File: src/cmbm_regs.svh
`ifndef CMBM_REGS_SVH
`define CMBM_REGS_SVH

// ----------------------------------------
// Storage geometry
// ----------------------------------------
`define CMBM_BUF_BYTES   13
`define CMBM_TX_BUFS     3
`define CMBM_FIFO_DEPTH  8
`define CMBM_FIFO_WIDTH  8

// ----------------------------------------
// Port positions and levels
// ----------------------------------------
`define CMBM_RX_BIT      0
`define CMBM_TX_BIT      1
`define CMBM_DOMINANT    1'b0
`define CMBM_RECESSIVE   1'b1
`define CMBM_PORT_OE     2'h2

// ----------------------------------------
// Reset values
// ----------------------------------------
`define CMBM_TXE_RST     3'h7
`define CMBM_LOCAL_PRIORITY_FIELD_RST    8'h00

`endif

File: src/cmbm_pkg.sv
package cmbm_pkg;

	typedef logic [7:0] cmbm_byte_t;
	typedef logic [1:0] cmbm_idx_t;
	typedef logic [3:0] cmbm_addr_t;

	// Gray order along idle, receive, finish
	typedef enum logic [1:0] {
		CMBM_RX_IDLE   = 2'h0,
		CMBM_RX_RECV   = 2'h1,
		CMBM_RX_FINISH = 2'h3
	} cmbm_rx_e;

endpackage : cmbm_pkg

File: src/cmbm_top.sv
`timescale 1ns/10ps
`default_nettype none
`include "cmbm_regs.svh"

// Contract
// Transmit pin low dominant, high recessive
// Receive on port bit 0, transmit bit 1
// Three independent transmit buffers
// Two-entry receive FIFO, background and foreground
// Every buffer holds thirteen bytes
// Receive-full only for accepted good frame
// Accepted frame copied to foreground, flag set
// Host reads foreground, then clears receive-full
// Background overwritten by next frame regardless; code keeps it while an accepted frame waits there
// Own frames stay background unless loop-back
// Loop-back own frames treated as incoming
// Lost arbitration turns transmitter into receiver
// Accepted frame with both full: overrun
// Both full: transmit continues, receive dropped
// Each transmit buffer has 8-bit priority
// Host loads buffer, clears empty to send
// Sent frame sets empty flag, interrupt
// Smallest priority value transmits first
// Priority reselected at every arbitration
// Abort unsent frame: ack, empty, interrupt
// Abort ack one if aborted, zero if sent
// Write-one clears; ignored while condition holds
// Ignore abort on empty; drop request when done
module cmbm_top
#(
	parameter int BUF_BYTES  = `CMBM_BUF_BYTES,
	parameter int FIFO_DEPTH = `CMBM_FIFO_DEPTH
) (
	input  wire logic              i_core_clk,
	input  wire logic              i_resetn,
	input  wire logic [1:0]        i_port_can_in,
	output logic      [1:0]        o_port_can_out,
	output logic      [1:0]        o_port_can_oe,
	output logic                   o_rx_level,
	input  wire logic              i_tx_level,
	input  wire logic              i_loopback,
	input  wire logic              i_rx_sof,
	input  wire logic              i_rx_byte_valid,
	input  wire cmbm_pkg::cmbm_byte_t i_rx_byte,
	output logic                   o_rx_byte_ready,
	input  wire logic              i_rx_frame_ok,
	input  wire logic              i_rx_error,
	input  wire logic              i_rx_accept,
	input  wire logic              i_rx_own,
	output logic                   o_ack_allow,
	input  wire logic              i_arb_start,
	input  wire logic              i_arb_lost,
	input  wire logic              i_tx_done,
	input  wire logic              i_tx_error,
	output logic                   o_tx_active,
	output cmbm_pkg::cmbm_idx_t    o_tx_sel,
	input  wire cmbm_pkg::cmbm_addr_t i_tx_byte_idx,
	output cmbm_pkg::cmbm_byte_t   o_tx_byte,
	input  wire logic              i_host_tx_wr,
	input  wire cmbm_pkg::cmbm_idx_t i_host_tx_buf,
	input  wire cmbm_pkg::cmbm_addr_t i_host_addr,
	input  wire cmbm_pkg::cmbm_byte_t i_host_wdata,
	input  wire logic              i_host_local_priority_field_wr,
	input  wire cmbm_pkg::cmbm_addr_t i_host_rx_addr,
	output cmbm_pkg::cmbm_byte_t   o_host_rx_rdata,
	input  wire logic              i_rxf_clr,
	input  wire logic              i_ovr_clr,
	input  wire logic [2:0]        i_txe_clr,
	input  wire logic [2:0]        i_abort_set,
	input  wire logic              i_rxf_ie,
	input  wire logic              i_ovr_ie,
	input  wire logic [2:0]        i_txe_ie,
	output logic                   o_rx_full_flag,
	output logic                   o_overrun_flag,
	output logic      [2:0]        o_tx_empty_flag,
	output logic      [2:0]        o_abort_request_bit,
	output logic      [2:0]        o_abort_ack_bit,
	output logic                   o_rx_irq,
	output logic                   o_err_irq,
	output logic                   o_tx_irq
);
	import cmbm_pkg::*;

	cmbm_byte_t bg_q [BUF_BYTES], bg_d [BUF_BYTES];
	cmbm_byte_t fg_q [BUF_BYTES], fg_d [BUF_BYTES];
	cmbm_byte_t txb_q [3][BUF_BYTES], txb_d [3][BUF_BYTES];
	cmbm_byte_t local_priority_field_q [3], local_priority_field_d [3];
	cmbm_rx_e   rx_st_q, rx_st_d;
	cmbm_addr_t ptr_q, ptr_d;
	cmbm_idx_t  sel_q, sel_d, best;
	logic [2:0] txe_q, txe_d, req_q, req_d, ack_q, ack_d, rdy;
	logic       rxf_q, rxf_d, ovr_q, ovr_d, bgf_q, bgf_d;
	logic       blk_q, blk_d, acc_q, acc_d, own_q, own_d;
	logic       act_q, act_d, best_ok, copy_now, f_valid, f_ready;
	cmbm_byte_t f_data;
	logic [1:0] pin_q;
	cmbm_byte_t txo_q, rxo_q;
	logic       rxi_q, erri_q, txi_q, alw_q;

	// ----------------------------------------
	// Receive byte buffer
	// ----------------------------------------
	cmbm_fifo #(
		.WIDTH(`CMBM_FIFO_WIDTH),
		.DEPTH(FIFO_DEPTH)
	) u_rx_fifo (
		.i_core_clk (i_core_clk),
		.i_resetn   (i_resetn),
		.i_in_valid (i_rx_byte_valid),
		.i_in_data  (i_rx_byte),
		.o_in_ready (o_rx_byte_ready),
		.o_out_valid(f_valid),
		.o_out_data (f_data),
		.i_out_ready(f_ready)
	);

	// Drain stalls while background moves to foreground
	assign copy_now = i_rxf_clr && rxf_q && bgf_q;
	assign f_ready  = !copy_now;

	// ----------------------------------------
	// Receive sequencing
	// ----------------------------------------
	always_comb begin
		bg_d     = bg_q;
		fg_d     = fg_q;
		rx_st_d  = rx_st_q;
		ptr_d    = ptr_q;
		rxf_d    = rxf_q;
		ovr_d    = ovr_q;
		bgf_d    = bgf_q;
		blk_d    = blk_q;
		acc_d    = acc_q;
		own_d    = own_q;
		if (i_rxf_clr && rxf_q) begin
			if (bgf_q) begin
				fg_d  = bg_q;
				bgf_d = 1'b0;
			end else begin
				rxf_d = 1'b0;
			end
		end
		if (i_ovr_clr) begin
			ovr_d = 1'b0;
		end
		case (rx_st_q)
			CMBM_RX_IDLE: begin
				if (i_rx_sof) begin
					// Overwrite unless an accepted frame waits in background
					rx_st_d = CMBM_RX_RECV;
					ptr_d   = '0;
					blk_d   = bgf_q;
				end
			end
			CMBM_RX_RECV: begin
				if (f_valid && f_ready && !blk_q &&
				    ptr_q < 4'(BUF_BYTES)) begin
					bg_d[ptr_q] = f_data;
					ptr_d       = ptr_q + 4'h1;
				end
				if (i_rx_frame_ok || i_rx_error) begin
					rx_st_d = CMBM_RX_FINISH;
					acc_d   = i_rx_frame_ok && i_rx_accept;
					own_d   = i_rx_own;
				end
			end
			CMBM_RX_FINISH: begin
				if (f_valid && f_ready && !blk_q &&
				    ptr_q < 4'(BUF_BYTES)) begin
					bg_d[ptr_q] = f_data;
					ptr_d       = ptr_q + 4'h1;
				end else if (!f_valid && !copy_now) begin
					rx_st_d = CMBM_RX_IDLE;
					// Own frames stop here outside loop-back
					if (acc_q && (!own_q || i_loopback)) begin
						if (blk_q) begin
							ovr_d = 1'b1;
						end else if (!rxf_d) begin
							fg_d  = bg_d;
							rxf_d = 1'b1;
						end else begin
							bgf_d = 1'b1;
						end
					end
				end
			end
			default: begin
				rx_st_d = CMBM_RX_IDLE;
			end
		endcase
	end

	always_ff @(posedge i_core_clk or negedge i_resetn) begin
		if (!i_resetn) begin
			rx_st_q <= CMBM_RX_IDLE;
			ptr_q   <= '0;
			rxf_q   <= 1'b0;
			ovr_q   <= 1'b0;
			bgf_q   <= 1'b0;
			blk_q   <= 1'b0;
			acc_q   <= 1'b0;
			own_q   <= 1'b0;
		end else begin
			rx_st_q <= rx_st_d;
			ptr_q   <= ptr_d;
			rxf_q   <= rxf_d;
			ovr_q   <= ovr_d;
			bgf_q   <= bgf_d;
			blk_q   <= blk_d;
			acc_q   <= acc_d;
			own_q   <= own_d;
		end
	end

	// ----------------------------------------
	// Transmit scheduling
	// ----------------------------------------
	always_comb begin
		txb_d   = txb_q;
		local_priority_field_d  = local_priority_field_q;
		txe_d   = txe_q;
		req_d   = req_q;
		ack_d   = ack_q;
		act_d   = act_q;
		sel_d   = sel_q;
		best    = '0;
		best_ok = 1'b0;
		for (int i = 0; i < `CMBM_TX_BUFS; i++) begin
			rdy[i] = !txe_q[i] && !req_q[i];
			if (rdy[i] && (!best_ok || local_priority_field_q[i] < local_priority_field_q[best])) begin
				best    = 2'(i);
				best_ok = 1'b1;
			end
		end
		if (i_host_tx_wr && txe_q[i_host_tx_buf] &&
		    i_host_addr < 4'(BUF_BYTES)) begin
			txb_d[i_host_tx_buf][i_host_addr] = i_host_wdata;
		end
		if (i_host_local_priority_field_wr && txe_q[i_host_tx_buf]) begin
			local_priority_field_d[i_host_tx_buf] = i_host_wdata;
		end
		for (int i = 0; i < `CMBM_TX_BUFS; i++) begin
			if (i_txe_clr[i] && txe_q[i]) begin
				txe_d[i] = 1'b0;
				ack_d[i] = 1'b0;
			end
			if (i_abort_set[i] && !txe_q[i]) begin
				req_d[i] = 1'b1;
			end
			if (req_q[i] && !txe_q[i] &&
			    !(act_q && sel_q == 2'(i))) begin
				txe_d[i] = 1'b1;
				ack_d[i] = 1'b1;
				req_d[i] = 1'b0;
			end
		end
		if (act_q && i_tx_done) begin
			txe_d[sel_q] = 1'b1;
			req_d[sel_q] = 1'b0;
			ack_d[sel_q] = 1'b0;
			act_d        = 1'b0;
		end else if (act_q && (i_tx_error || i_arb_lost)) begin
			act_d = 1'b0;
		end else if (!act_q && i_arb_start && best_ok) begin
			act_d = 1'b1;
			sel_d = best;
		end
	end

	always_ff @(posedge i_core_clk or negedge i_resetn) begin
		if (!i_resetn) begin
			txe_q <= `CMBM_TXE_RST;
			req_q <= '0;
			ack_q <= '0;
			act_q <= 1'b0;
			sel_q <= '0;
			for (int i = 0; i < `CMBM_TX_BUFS; i++) begin
				local_priority_field_q[i] <= `CMBM_LOCAL_PRIORITY_FIELD_RST;
			end
		end else begin
			txe_q  <= txe_d;
			req_q  <= req_d;
			ack_q  <= ack_d;
			act_q  <= act_d;
			sel_q  <= sel_d;
			local_priority_field_q <= local_priority_field_d;
		end
	end

	// Message bytes are plain storage, no reset needed
	always_ff @(posedge i_core_clk) begin
		bg_q  <= bg_d;
		fg_q  <= fg_d;
		txb_q <= txb_d;
	end

	// ----------------------------------------
	// Pins and registered outputs
	// ----------------------------------------
	always_ff @(posedge i_core_clk or negedge i_resetn) begin
		if (!i_resetn) begin
			pin_q  <= {`CMBM_RECESSIVE, `CMBM_RECESSIVE};
			txo_q  <= '0;
			rxo_q  <= '0;
			rxi_q  <= 1'b0;
			erri_q <= 1'b0;
			txi_q  <= 1'b0;
			alw_q  <= 1'b1;
		end else begin
			pin_q[`CMBM_TX_BIT] <= i_tx_level;
			pin_q[`CMBM_RX_BIT] <= i_port_can_in[`CMBM_RX_BIT];
			txo_q  <= (i_tx_byte_idx < 4'(BUF_BYTES)) ?
			          txb_q[sel_q][i_tx_byte_idx] : '0;
			rxo_q  <= (i_host_rx_addr < 4'(BUF_BYTES)) ?
			          fg_q[i_host_rx_addr] : '0;
			rxi_q  <= rxf_d && i_rxf_ie;
			erri_q <= ovr_d && i_ovr_ie;
			txi_q  <= |(txe_d & i_txe_ie);
			alw_q  <= i_loopback || !act_d;
		end
	end

	assign o_port_can_out      = {pin_q[`CMBM_TX_BIT], 1'b0};
	assign o_port_can_oe       = `CMBM_PORT_OE;
	assign o_rx_level          = pin_q[`CMBM_RX_BIT];
	assign o_ack_allow         = alw_q;
	assign o_tx_active         = act_q;
	assign o_tx_sel            = sel_q;
	assign o_tx_byte           = txo_q;
	assign o_host_rx_rdata     = rxo_q;
	assign o_rx_full_flag      = rxf_q;
	assign o_overrun_flag      = ovr_q;
	assign o_tx_empty_flag     = txe_q;
	assign o_abort_request_bit = req_q;
	assign o_abort_ack_bit     = ack_q;
	assign o_rx_irq            = rxi_q;
	assign o_err_irq           = erri_q;
	assign o_tx_irq            = txi_q;

	// ----------------------------------------
	// Checks
	// ----------------------------------------
	tx_pin_a: assert property (@(posedge i_core_clk) disable iff (!i_resetn)
		##1 o_port_can_out[1] == $past(i_tx_level))
		else $error("transmit pin does not follow level");
	rx_deliver_a: assert property (@(posedge i_core_clk) disable iff (!i_resetn)
		rx_st_q == CMBM_RX_FINISH && !f_valid && !copy_now && acc_q &&
		!own_q && !blk_q && !rxf_q |=> rxf_q && o_rx_irq == $past(i_rxf_ie))
		else $error("accepted frame not delivered");
	own_frame_a: assert property (@(posedge i_core_clk) disable iff (!i_resetn)
		rx_st_q == CMBM_RX_FINISH && !f_valid && !copy_now && own_q &&
		!i_loopback && !rxf_q && !i_rxf_clr |=> !rxf_q)
		else $error("own frame reached foreground");
	overrun_a: assert property (@(posedge i_core_clk) disable iff (!i_resetn)
		rx_st_q == CMBM_RX_FINISH && !f_valid && !copy_now && acc_q &&
		blk_q && (!own_q || i_loopback) |=> ovr_q && $stable(bgf_q))
		else $error("overrun not flagged");
	tx_done_a: assert property (@(posedge i_core_clk) disable iff (!i_resetn)
		act_q && i_tx_done |=> txe_q[$past(sel_q)] && !act_q &&
		!ack_q[$past(sel_q)])
		else $error("sent buffer not released");
	local_priority_field_pick_a: assert property (@(posedge i_core_clk) disable iff (!i_resetn)
		$rose(act_q) |-> (!$past(rdy[0]) || local_priority_field_q[sel_q] <= local_priority_field_q[0]) &&
		(!$past(rdy[1]) || local_priority_field_q[sel_q] <= local_priority_field_q[1]) &&
		(!$past(rdy[2]) || local_priority_field_q[sel_q] <= local_priority_field_q[2]))
		else $error("wrong buffer chosen");
	abort_busy_a: assert property (@(posedge i_core_clk) disable iff (!i_resetn)
		act_q && !i_tx_done |=> !txe_q[$past(sel_q)])
		else $error("frame on bus was aborted");
	abort_grant_a: assert property (@(posedge i_core_clk) disable iff (!i_resetn)
		req_q[0] && !txe_q[0] && !(act_q && sel_q == 2'h0)
		|=> ack_q[0] && txe_q[0] && !req_q[0])
		else $error("abort not granted");
	rx_clear_a: assert property (@(posedge i_core_clk) disable iff (!i_resetn)
		copy_now |=> rxf_q && !bgf_q)
		else $error("receive flag cleared while frame waits");

endmodule : cmbm_top

`default_nettype wire

File: src/cmbm_fifo.sv
`timescale 1ns/10ps
`default_nettype none

module cmbm_fifo #(
	parameter int WIDTH = 8,
	parameter int DEPTH = 8
) (
	input  wire logic             i_core_clk,
	input  wire logic             i_resetn,
	input  wire logic             i_in_valid,
	input  wire logic [WIDTH-1:0] i_in_data,
	output logic                  o_in_ready,
	output logic                  o_out_valid,
	output logic      [WIDTH-1:0] o_out_data,
	input  wire logic             i_out_ready
);
	localparam int AW = $clog2(DEPTH);

	logic [WIDTH-1:0] mem_q [DEPTH];
	logic [AW-1:0]    wptr_q, wptr_d, rptr_q, rptr_d;
	logic [AW:0]      cnt_q, cnt_d;
	logic             push, pop;

	// ----------------------------------------
	// Pointers
	// ----------------------------------------
	always_comb begin
		push   = i_in_valid && o_in_ready;
		pop    = i_out_ready && o_out_valid;
		wptr_d = push ? ((wptr_q == AW'(DEPTH-1)) ? '0 : wptr_q + 1'b1)
		              : wptr_q;
		rptr_d = pop ? ((rptr_q == AW'(DEPTH-1)) ? '0 : rptr_q + 1'b1)
		             : rptr_q;
		cnt_d  = cnt_q + (AW+1)'(push) - (AW+1)'(pop);
	end

	always_ff @(posedge i_core_clk or negedge i_resetn) begin
		if (!i_resetn) begin
			wptr_q      <= '0;
			rptr_q      <= '0;
			cnt_q       <= '0;
			o_in_ready  <= 1'b1;
			o_out_valid <= 1'b0;
		end else begin
			wptr_q      <= wptr_d;
			rptr_q      <= rptr_d;
			cnt_q       <= cnt_d;
			// Flags registered so the ports come from flops
			o_in_ready  <= (cnt_d != (AW+1)'(DEPTH));
			o_out_valid <= (cnt_d != '0);
		end
	end

	// Storage flops carry no reset
	always_ff @(posedge i_core_clk) begin
		if (push) begin
			mem_q[wptr_q] <= i_in_data;
		end
	end

	assign o_out_data  = mem_q[rptr_q];

endmodule : cmbm_fifo

`default_nettype wire

File: config.mk
export PLATFORM = sky130hd
export DESIGN_NAME = cmbm_top
export DESIGN_NICKNAME = d
export VERILOG_FILES = /design/src/cmbm_pkg.sv /design/src/cmbm_top.sv /design/src/cmbm_fifo.sv
export VERILOG_INCLUDE_DIRS = /design/src /design/src/src
export SDC_FILE = /design/constraint.sdc
export NUM_CORES = 1
export LEC_CHECK = 0
export BUFFER_PORTS_ARGS = -buffer_cell sky130_fd_sc_hd__buf_2
export CORE_MARGIN = 10
export CORE_UTILIZATION = 40
export DETAILED_ROUTE_END_ITERATION = 7
export SYNTH_ARGS = -nofsm -noshare
export SYNTH_HDL_FRONTEND = slang
export SYNTH_SLANG_ARGS = --single-unit
File: constraint.sdc
create_clock -name i_core_clk -period 9 [get_ports i_core_clk]
set_clock_uncertainty 0.2 [all_clocks]
set_input_delay 1.8 -clock i_core_clk [delete_from_list [all_inputs] [get_ports i_core_clk]]
set_output_delay 1.8 -clock i_core_clk [all_outputs]
set_load 0.005 [all_outputs]
==> results of run 1 <==
==> worst max path at each step <==
| stage | endpoint | from | cells after the start |
|---|---|---|---|
| after detailed placement | fg_q[21]$_DFF_P_ | i_rxf_clr | 7 |
| after CTS | fg_q[21]$_DFF_P_ | i_rxf_clr | 7 |
| after floorplan | txb_q[224]$_DFFE_PP_ | i_host_addr[0] | 5 |
| after global routing | fg_q[34]$_DFF_P_ | i_rxf_clr | 7 |
| after global placement | fg_q[27]$_DFF_P_ | i_rxf_clr | 7 |
| final | fg_q[11]$_DFF_P_ | i_rxf_clr | 7 |
==> kinds of logic (layout without fill, tap and decap cells) <==
kind of cell | count (synthesis) | count (layout) | share of synthesized area
flip-flops | 666 | 666 | 0.705
multiplexers | 290 | 290 | 0.139
AO/OA/AOI/OAI | 267 | 267 | 0.0732
AND/OR/NAND/NOR | 234 | 234 | 0.0428
buffers and inverters | 126 | 274 | 0.0251
adder cells (fa/ha/maj) | 28 | 28 | 0.0136
XOR/XNOR | 4 | 4 | 0.00133
other | 2 | 3 | 0.000285
==> placed cells by master (no fill, tap or decap), types with 15 or more instances in the layout <==
cell type / n
clkbuf_16: 71
o211ai_1: 17
mux4_2: 43
nand2_1: 58
buf_2: 95
dfxtp_1: 104
mux2i_1: 84
edfxtp_1: 480
inv_1: 35
mux2_2: 158
nor2_1: 77
a21oi_1: 59
dfrtp_1: 73
a221oi_1: 20
o2bb2ai_1: 22
clkbuf_1: 15
ha_1: 27
o21ai_0: 37
==> worst max-delay path, stage by stage <==
cell	delay (ns)
buf_2	0.15
a31oi_1	0.14
nor3b_2	0.20
and2b_1	0.22
o22ai_4	0.85
buf_4	0.90
mux2_2	0.42
==> sequential cells by signal, indices dropped and copies added (netlist names), 3 cells and up <==
signal                  flops
o_abort_ack_bit             3
u_rx_fifo.mem_q            64
u_rx_fifo.wptr_q            3
o_tx_empty_flag             3
fg_q                      104
txb_q                     312
u_rx_fifo.cnt_q             4
o_host_rx_rdata             8
bg_q                      104
o_tx_byte                   8
o_abort_request_bit         3
local_priority_field_q     24
ptr_q                       4
u_rx_fifo.rptr_q            3
==> per-stage QoR <==
| stage | hold slack (ns) | cells |
|---|---|---|
| 5_1_grt | 0.278 | 2621 |
| 3_5_place_dp | 0.258 | 2492 |
| 4_1_cts | 0.266 | 2621 |
| 3_3_place_gp | 0.250 | 2492 |
| 2_1_floorplan | 0.249 | 1618 |
| 6_report | 0.257 | 2621 |
==> final cells by class <==
type,count,area (µm²)
inverter,36,135
multi-input combinational,826,7140
timing repair buffer,109,581
fill,5555,35000
clock buffer,92,1920
clock inverter,37,393
sequential,666,18600
tap,855,1070
==> power breakdown <==
| group | internal, mW | switching, mW |
|---|---|---|
| logic | 1.00 | 1.21 |
| clock network | 1.69 | 1.18 |
| registers | 3.96 | 0.359 |
| total | 6.66 | 2.75 |
==> metal layers <==
layer  global-route usage  up-vias  routed length [µm]
li1                     -     6454                   -
met1                0.192     7184               25100
met2                0.239      299               27700
met3               0.0266       85                2550
met4               0.0409        6                1080
met5                    0        -                  47
==> results.json, run 1 <==
{
  "p_per_area_nw_per_um2": 316,
  "synth_common_cells": "edfxtp_1, mux2_2, dfxtp_1",
  "antenna_cells": 0,
  "r2r-end": "o_tx_byte[6]$_DFF_PN0_",
  "rsz0062_at_grt": "false",
  "cts.repair.resized": 0,
  "vdd_drop_max_mv": 0.176,
  "cts.sink_count": 666,
  "max-slew-margin-rel": 0.200,
  "pre_cts_ws_ns": 3.91,
  "worstSetupEndpointType": "flop",
  "grt_max_degree": 82,
  "drv_cap": 0,
  "yosys_warnings": 0,
  "nNetsFinal": 1798,
  "synth-async-reset-ratio": 0.123,
  "cts_hold_buf": 0,
  "synth.top_cell.area_share": 0.548,
  "place.gp.congestion": 0.761,
  "drive_gt1_frac": 0.254,
  "synth_seq_area_share": 0.705,
  "outcome": "complete, no violations",
  "drc": 0,
  "criticalPathCategory": "in2reg",
  "cts_tree": "done",
  "syn_inst": 1617,
  "num_vias": 14028,
  "antenna_found_initial": 4,
  "start_util": 0.406,
  "synth_top_cell_by_area": "edfxtp_1",
  "r2r_start": "o_tx_sel[1]$_DFFE_PN0P_",
  "ys_types": 75,
  "area_delta_synth_final_pct": 13.2,
  "worst_slack_ns": 4.57,
  "min_to": "fg_q[81]$_DFF_P_",
  "synth_edf_count": 480,
  "cp.arrival_ns": 4.72,
  "dieArea_um2": 76500,
  "slew_viol_final": 0,
  "finalSetupTns_ns": 0,
  "drt_iter0_markers": 1116,
  "cp.required_ns": 9.29,
  "numCtsBuffers": 70,
  "syn_area_um2": 26300,
  "htreeDepth": 3,
  "clockBufferDepth": 3,
  "clock.fmax_mhz": 226,
  "fin_crit_sh": 0.492,
  "postRouteAntennaNets": 0,
  "grt_pass1_vias": 14574,
  "clk_pin_slew_ns": 0.06,
  "r2r.worst_path.cells": 5,
  "synth.area.top_cells": "edfxtp_1, dfxtp_1, dfrtp_1",
  "r2r_setup_slack_ns": 5.03,
  "insertion_delay_ns": 0.60,
  "worst_pin_slew_ns": 1.19,
  "p_leak_nw": 10.5,
  "worstPathMaxFanout": 73,
  "num_rows": 93,
  "first_pass_iters": 6,
  "yosysMostFrequentCell": "edfxtp_1",
  "wl_per_cell_um": 21.5,
  "ios": 101,
  "min_delay_path_depth": 1,
  "avgViaCountPerCell": 5.35,
  "coreArea_um2": 64800,
  "hold_class": "reg2reg",
  "stdcell_area_um2": 29800,
  "p_total_mw": 9.41,
  "hpwl_um": 34200,
  "hold_viol": 0,
  "die_h_um": 277,
  "cts-root-buf": "clkbuf_16",
  "syn_area_per_cell_um2": 16.3,
  "setup_viol": 0,
  "wl_um": 56400,
  "grt_pass1_wl_um": 87400,
  "fin_crit_ns": 4.43,
  "worstSetupStartpointType": "input pin",
  "grt_overflow": 0,
  "grt.total_usage": 0.145,
  "dpl_cell_area_um2": 27500,
  "port_buffers": 96,
  "post-cts-setup-buffers": 0,
  "dieWidth_um": 277,
  "synthFlopType": "edfxtp_1",
  "fin_util": 0.460,
  "synth_seq_cells": 666,
  "worstHoldStart": "bg_q[81]$_DFFE_PP_"
}
Note: power is estimated with default switching activity, not from simulation.
==> inputs of run 2 (changes only) <==
clock period = 3.7 ns   (was 9 ns; I/O delays follow)
==> results.json, run 2 (synthesis gave the netlist of run 1 again) <==
{
  "outcome": "complete, no violations",
  "rsz0062_at_grt": "false",
  "antenna_found_initial": 1,
  "hpwl_um": 35700,
  "fin_crit_ns": 3.28,
  "top_register": "txb_q",
  "p_leak_nw": 10.7,
  "die_h_um": 277,
  "insertion_delay_ns": 0.60,
  "r2r-end": "o_tx_sel[0]$_DFFE_PN0P_",
  "antenna_cells": 0,
  "cts_tree": "done",
  "cts_hold_buf": 1,
  "cts-root-buf": "clkbuf_16",
  "coreArea_um2": 64800,
  "nFillCells": 5516,
  "dieWidth_um": 277,
  "clockBufferDepth": 3,
  "numCtsBuffers": 71,
  "htreeDepth": 3,
  "finalSetupTns_ns": 0,
  "cp.arrival_ns": 3.61,
  "hold_viol": 0,
  "wl_per_cell_um": 21.6,
  "grt_overflow": 0,
  "final_cell_mix": "edfxtp_1, mux2_2, dfxtp_1",
  "num_vias": 14226,
  "cp_slowest_stage_delay_ns": 0.52,
  "grt_pass1_vias": 14747,
  "worstSetupStartpointType": "flop",
  "first_pass_iters": 5,
  "critPathSlowestCell": "or4_1",
  "place.gp.congestion": 0.780,
  "hold_class": "in2reg",
  "clk_pin_slew_ns": 0.06,
  "dieArea_um2": 76500,
  "drt_iter0_markers": 937,
  "r2r.worst_path.cells": 11,
  "grt.total_usage": 0.148,
  "worstSetupEndpointType": "flop",
  "largest_reg_flops": 312,
  "worstPathMaxFanout": 7,
  "cp.required_ns": 4.03,
  "num_rows": 93,
  "r2r_start": "local_priority_field_q[9]$_DFFE_PN0P_",
  "cp_cell_sequence": "ha_1 > a2111oi_0 > nor3_1 > nor2_2 > buf_4 > mux2i_1 > ha_1 > nand4_1 > or4_1 > o21ai_0 > a22o_1",
  "worst_pin_slew_ns": 1.02,
  "wl_um": 57400,
  "r2r_setup_slack_ns": 0.42,
  "holdWs_ns": 0.0421,
  "worstHoldStart": "i_tx_level",
  "final_common_cell": "edfxtp_1",
  "grt_pass1_wl_um": 88700,
  "vdd_drop_max_mv": 0.467,
  "drv_cap": 0,
  "drc": 0,
  "reg_top3": "txb_q: 312 flops, bg_q: 104 flops, fg_q: 104 flops",
  "avgViaCountPerCell": 5.35,
  "slew_viol_final": 0,
  "max-slew-margin-rel": 0.315,
  "crit_path_frequent_cell": "ha_1",
  "p_per_area_nw_per_um2": 766,
  "ios": 101,
  "clock.fmax_mhz": 305,
  "drive_gt1_frac": 0.269,
  "grt_max_degree": 58,
  "cts.repair.resized": 0,
  "criticalPathCategory": "reg2reg",
  "start_util": 0.406,
  "setup_viol": 0,
  "fin_crit_sh": 0.886,
  "min_to": "pin_q[1]$_DFF_PN1_",
  "postRouteAntennaNets": 0,
  "area_delta_synth_final_pct": 14.6,
  "cts.sink_count": 666,
  "nNetsFinal": 1835,
  "min_delay_path_depth": 1,
  "post-cts-setup-buffers": 0,
  "port_buffers": 96
}
[run 2: cell count changes in the layout (fill, tap and decap cells not counted), moves of 2 or more]
cell and delta:
nor3_1 +2, clkinvlp_4 +2, nor3_2 -2, clkbuf_8 +3, buf_4 +29, clkinv_2 -3
buf_12 +6, clkinv_1 -6, inv_6 +2, clkbuf_1 +4
[run 2: how the worst max path moves through the flow]
stage / start / endpoint / slack [ns] / cells past startpoint
after global placement: i_host_addr[0] / txb_q[149]$_DFFE_PP_ / 0.38 / 7
after detailed placement: local_priority_field_q[9]$_DFFE_PN0P_ / o_tx_sel[0]$_DFFE_PN0P_ / 0.39 / 11
after CTS: local_priority_field_q[9]$_DFFE_PN0P_ / o_tx_sel[0]$_DFFE_PN0P_ / 0.37 / 11
final: local_priority_field_q[9]$_DFFE_PN0P_ / o_tx_sel[0]$_DFFE_PN0P_ / 0.42 / 11
after floorplan: local_priority_field_q[9]$_DFFE_PN0P_ / o_tx_sel[0]$_DFFE_PN0P_ / 0.61 / 10
after global routing: local_priority_field_q[9]$_DFFE_PN0P_ / o_tx_sel[1]$_DFFE_PN0P_ / 0.12 / 12
[run 2: routing by layer]
metal  up-vias  global-route usage  routed length, µm
li1       6534                   -                  -
met1      7238               0.198              26000
met2       367               0.237              27000
met3        85              0.0274               3050
met4         2              0.0513               1340
met5         -                   0                 13
[run 2: report_power, final]
group / internal [mW] / switching, mW / leakage [nW]
clock: 4.19 / 2.89 / 1.14
sequential: 9.64 / 0.814 / 6.17
combinational: 2.55 / 3.04 / 3.36
[run 2: cell type report]
class	instances	area (µm²)	area share
flip-flops and latches	666	18600	0.615
multi-input cells	826	7130	0.236
clock buffers	99	1970	0.0653
well taps	855	1070	0.0354
repair buffers	145	928	0.0308
clock inverters	32	377	0.0125
inverters	36	135	0.00448
[run 2: critical path: cells and delay by family (launching register included)]
| family | cells | cell delay [ns] |
|---|---|---|
| fa+ha+maj | 2 | 0.47 |
| flops | 1 | 0.39 |
| simple gates | 4 | 1.00 |
| mux | 1 | 0.25 |
| compound gates | 3 | 0.67 |
| buf+inv | 1 | 0.21 |
[run 2: per-stage QoR]
| stage | area, µm² | power (mW) | util | worst slack, ns | std cells |
|---|---|---|---|---|---|
| final | 30200 | 23.1 | 0.466 | 0.421 | 2659 |
| after floorplan | 26300 | 14.4 | - | 0.611 | 1618 |
| after global placement | 27800 | 16.1 | 0.429 | 0.379 | 2527 |
| after global routing | 30200 | 24.3 | 0.466 | 0.123 | 2659 |
| after CTS | 30200 | 23.4 | 0.466 | 0.372 | 2659 |
| after detailed placement | 27800 | 16.3 | 0.429 | 0.388 | 2527 |
==> inputs of run 3 (changes only) <==
MAX_ROUTING_LAYER = met4   (was unset)
clock period = 3.27 ns   (was 3.7 ns; I/O delays follow)
==> results.json, run 3 (synthesis gave the netlist of run 1 again) <==
{
  "outcome": "complete, no violations",
  "criticalPathCategory": "reg2reg",
  "grt.total_usage": 0.152,
  "p_leak_nw": 10.8,
  "setup_viol": 0,
  "insertion_delay_ns": 0.61,
  "num_rows": 93,
  "nFillCells": 5498,
  "nNetsFinal": 1863,
  "die_h_um": 277,
  "worstHoldStart": "i_ovr_ie",
  "cts.sink_count": 666,
  "num_vias": 14477,
  "place.gp.congestion": 0.809,
  "critPathTopFamily": "compound AO/OA/AOI/OAI gates",
  "cp_slowest_stage_delay_ns": 0.39,
  "numCtsBuffers": 70,
  "p_per_area_nw_per_um2": 869,
  "fin_crit_ns": 3.07,
  "worstPathMaxFanout": 6,
  "reg_top3": "txb_q: 312 flops, bg_q: 104 flops, fg_q: 104 flops",
  "fin_crit_sh": 0.938,
  "drive_gt1_frac": 0.277,
  "seq_area_um2": 18600,
  "wl_um": 58000,
  "worst_pin_slew_ns": 1.05,
  "avgViaCountPerCell": 5.38,
  "fin_cells": 2689,
  "start_util": 0.406,
  "area_delta_synth_final_pct": 15.7,
  "clockBufferDepth": 3,
  "dp.cells": 2549,
  "worstSetupStartpointType": "flop",
  "cp.arrival_ns": 3.36,
  "hpwl_um": 36300,
  "worstSetupEndpointType": "flop",
  "critPathSlowestCell": "dfrtp_1",
  "first_pass_iters": 5,
  "final_cell_mix": "edfxtp_1, mux2_2, dfxtp_1",
  "drv_cap": 0,
  "wl_per_cell_um": 21.6,
  "worst_slack_ns": 0.202,
  "coreArea_um2": 64800,
  "drc": 0,
  "grt_pass1_wl_um": 88800,
  "dieArea_um2": 76500,
  "largest_reg_flops": 312,
  "pre_cts_ws_ns": -0.0175,
  "postRouteAntennaNets": 0,
  "final_common_cell": "edfxtp_1",
  "cp_cell_sequence": "ha_1 > a2111oi_2 > nor3_2 > nor2_2 > buf_6 > mux2i_1 > ha_1 > a21o_1 > a21oi_2 > o211a_1 > o21ai_0 > a22o_1",
  "grt_overflow": 0,
  "cp.required_ns": 3.56,
  "port_buffers": 96,
  "grt_pass1_vias": 14882,
  "grt_max_degree": 50,
  "cp_num_buf_inv": 1,
  "clock.fmax_mhz": 326,
  "r2r_start": "local_priority_field_q[9]$_DFFE_PN0P_",
  "slew_viol_final": 0,
  "rsz0062_at_grt": "false",
  "clk_pin_slew_ns": 0.06,
  "top_register": "txb_q",
  "ios": 101,
  "critPathLaunch": "local_priority_field_q[9]$_DFFE_PN0P_",
  "cts-root-buf": "clkbuf_16",
  "hold_viol": 0,
  "vdd_drop_max_mv": 0.371,
  "dieWidth_um": 277,
  "drt_iter0_markers": 1052,
  "cts_tree": "done",
  "htreeDepth": 3,
  "max-slew-margin-rel": 0.298,
  "crit_path_frequent_cell": "ha_1",
  "hold_class": "in2reg",
  "multiInputGateArea_um2": 7160,
  "antenna_found_initial": 2
}
[run 3: stage by stage]
step	util	TNS, ns	cell area [µm²]	power, mW	hold slack, ns
global placement	0.432	0	28000	18.3	0.250
detailed placement	0.432	-0.0175	28000	18.5	0.258
global route	0.470	0	30400	27.8	0.0463
floorplan	-	0	26300	16.3	0.158
CTS	0.469	0	30400	26.6	0.0223
finish	0.470	0	30400	26.5	0.0582
[run 3: path summary, 6_finish.rpt]
kind / to / slack, ns / cells past startpoint
max: o_tx_sel[0]$_DFFE_PN0P_ / 0.20 / 12
min: o_err_irq$_DFF_PN0_ / 0.06 / 2
max reg2reg: o_tx_sel[0]$_DFFE_PN0P_ / 0.20 / 12
min reg2reg: fg_q[85]$_DFF_P_ / 0.26 / 1
max in group asynchronous: o_tx_empty_flag[2]$_DFF_PN1_ / 1.76 / 3
min in group asynchronous: o_overrun_flag$_DFF_PN0_ / 0.38 / 2
[run 3: metal layers]
| metal | GRT usage | share of wire |
|---|---|---|
| met2 | 0.242 | 0.48 |
| met5 | - | 0 |
| met4 | 0.0443 | 0.019 |
| met1 | 0.199 | 0.44 |
| met3 | 0.0247 | 0.054 |
[run 3: power by group]
group | internal [mW] | leakage (nW) | switching, mW
clock network | 4.79 | 1.13 | 3.27
registers | 10.9 | 6.17 | 0.852
logic | 3.07 | 3.52 | 3.59
total | 18.8 | 10.8 | 7.71
[run 3: final cells by class]
class	instances	share of cell area
Sequential cell	666	0.610
Multi-Input combinational cell	826	0.235
Clock buffer	92	0.0613
Timing Repair Buffer	174	0.0385
Tap cell	855	0.0351
Clock inverter	37	0.0155
Inverter	36	0.00444
Antenna cell	3	0.000247
[run 3: worst reg2reg max path, stage by stage (launching register included)]
cell       delay (ns)
dfrtp_1          0.39
ha_1             0.31
a2111oi_2        0.35
nor3_2           0.11
nor2_2           0.17
buf_6            0.18
mux2i_1          0.20
ha_1             0.26
a21o_1           0.17
a21oi_2          0.17
o211a_1          0.18
o21ai_0          0.08
a22o_1           0.18
[run 3: repair_timing]
item                       4_1_cts  5_1_grt
buffers inserted                 0        3
gates resized for setup          1        9
hold endpoints to repair        36        0
pin swaps                        0        1
hold buffers                     5        0
setup endpoints to repair        1        2
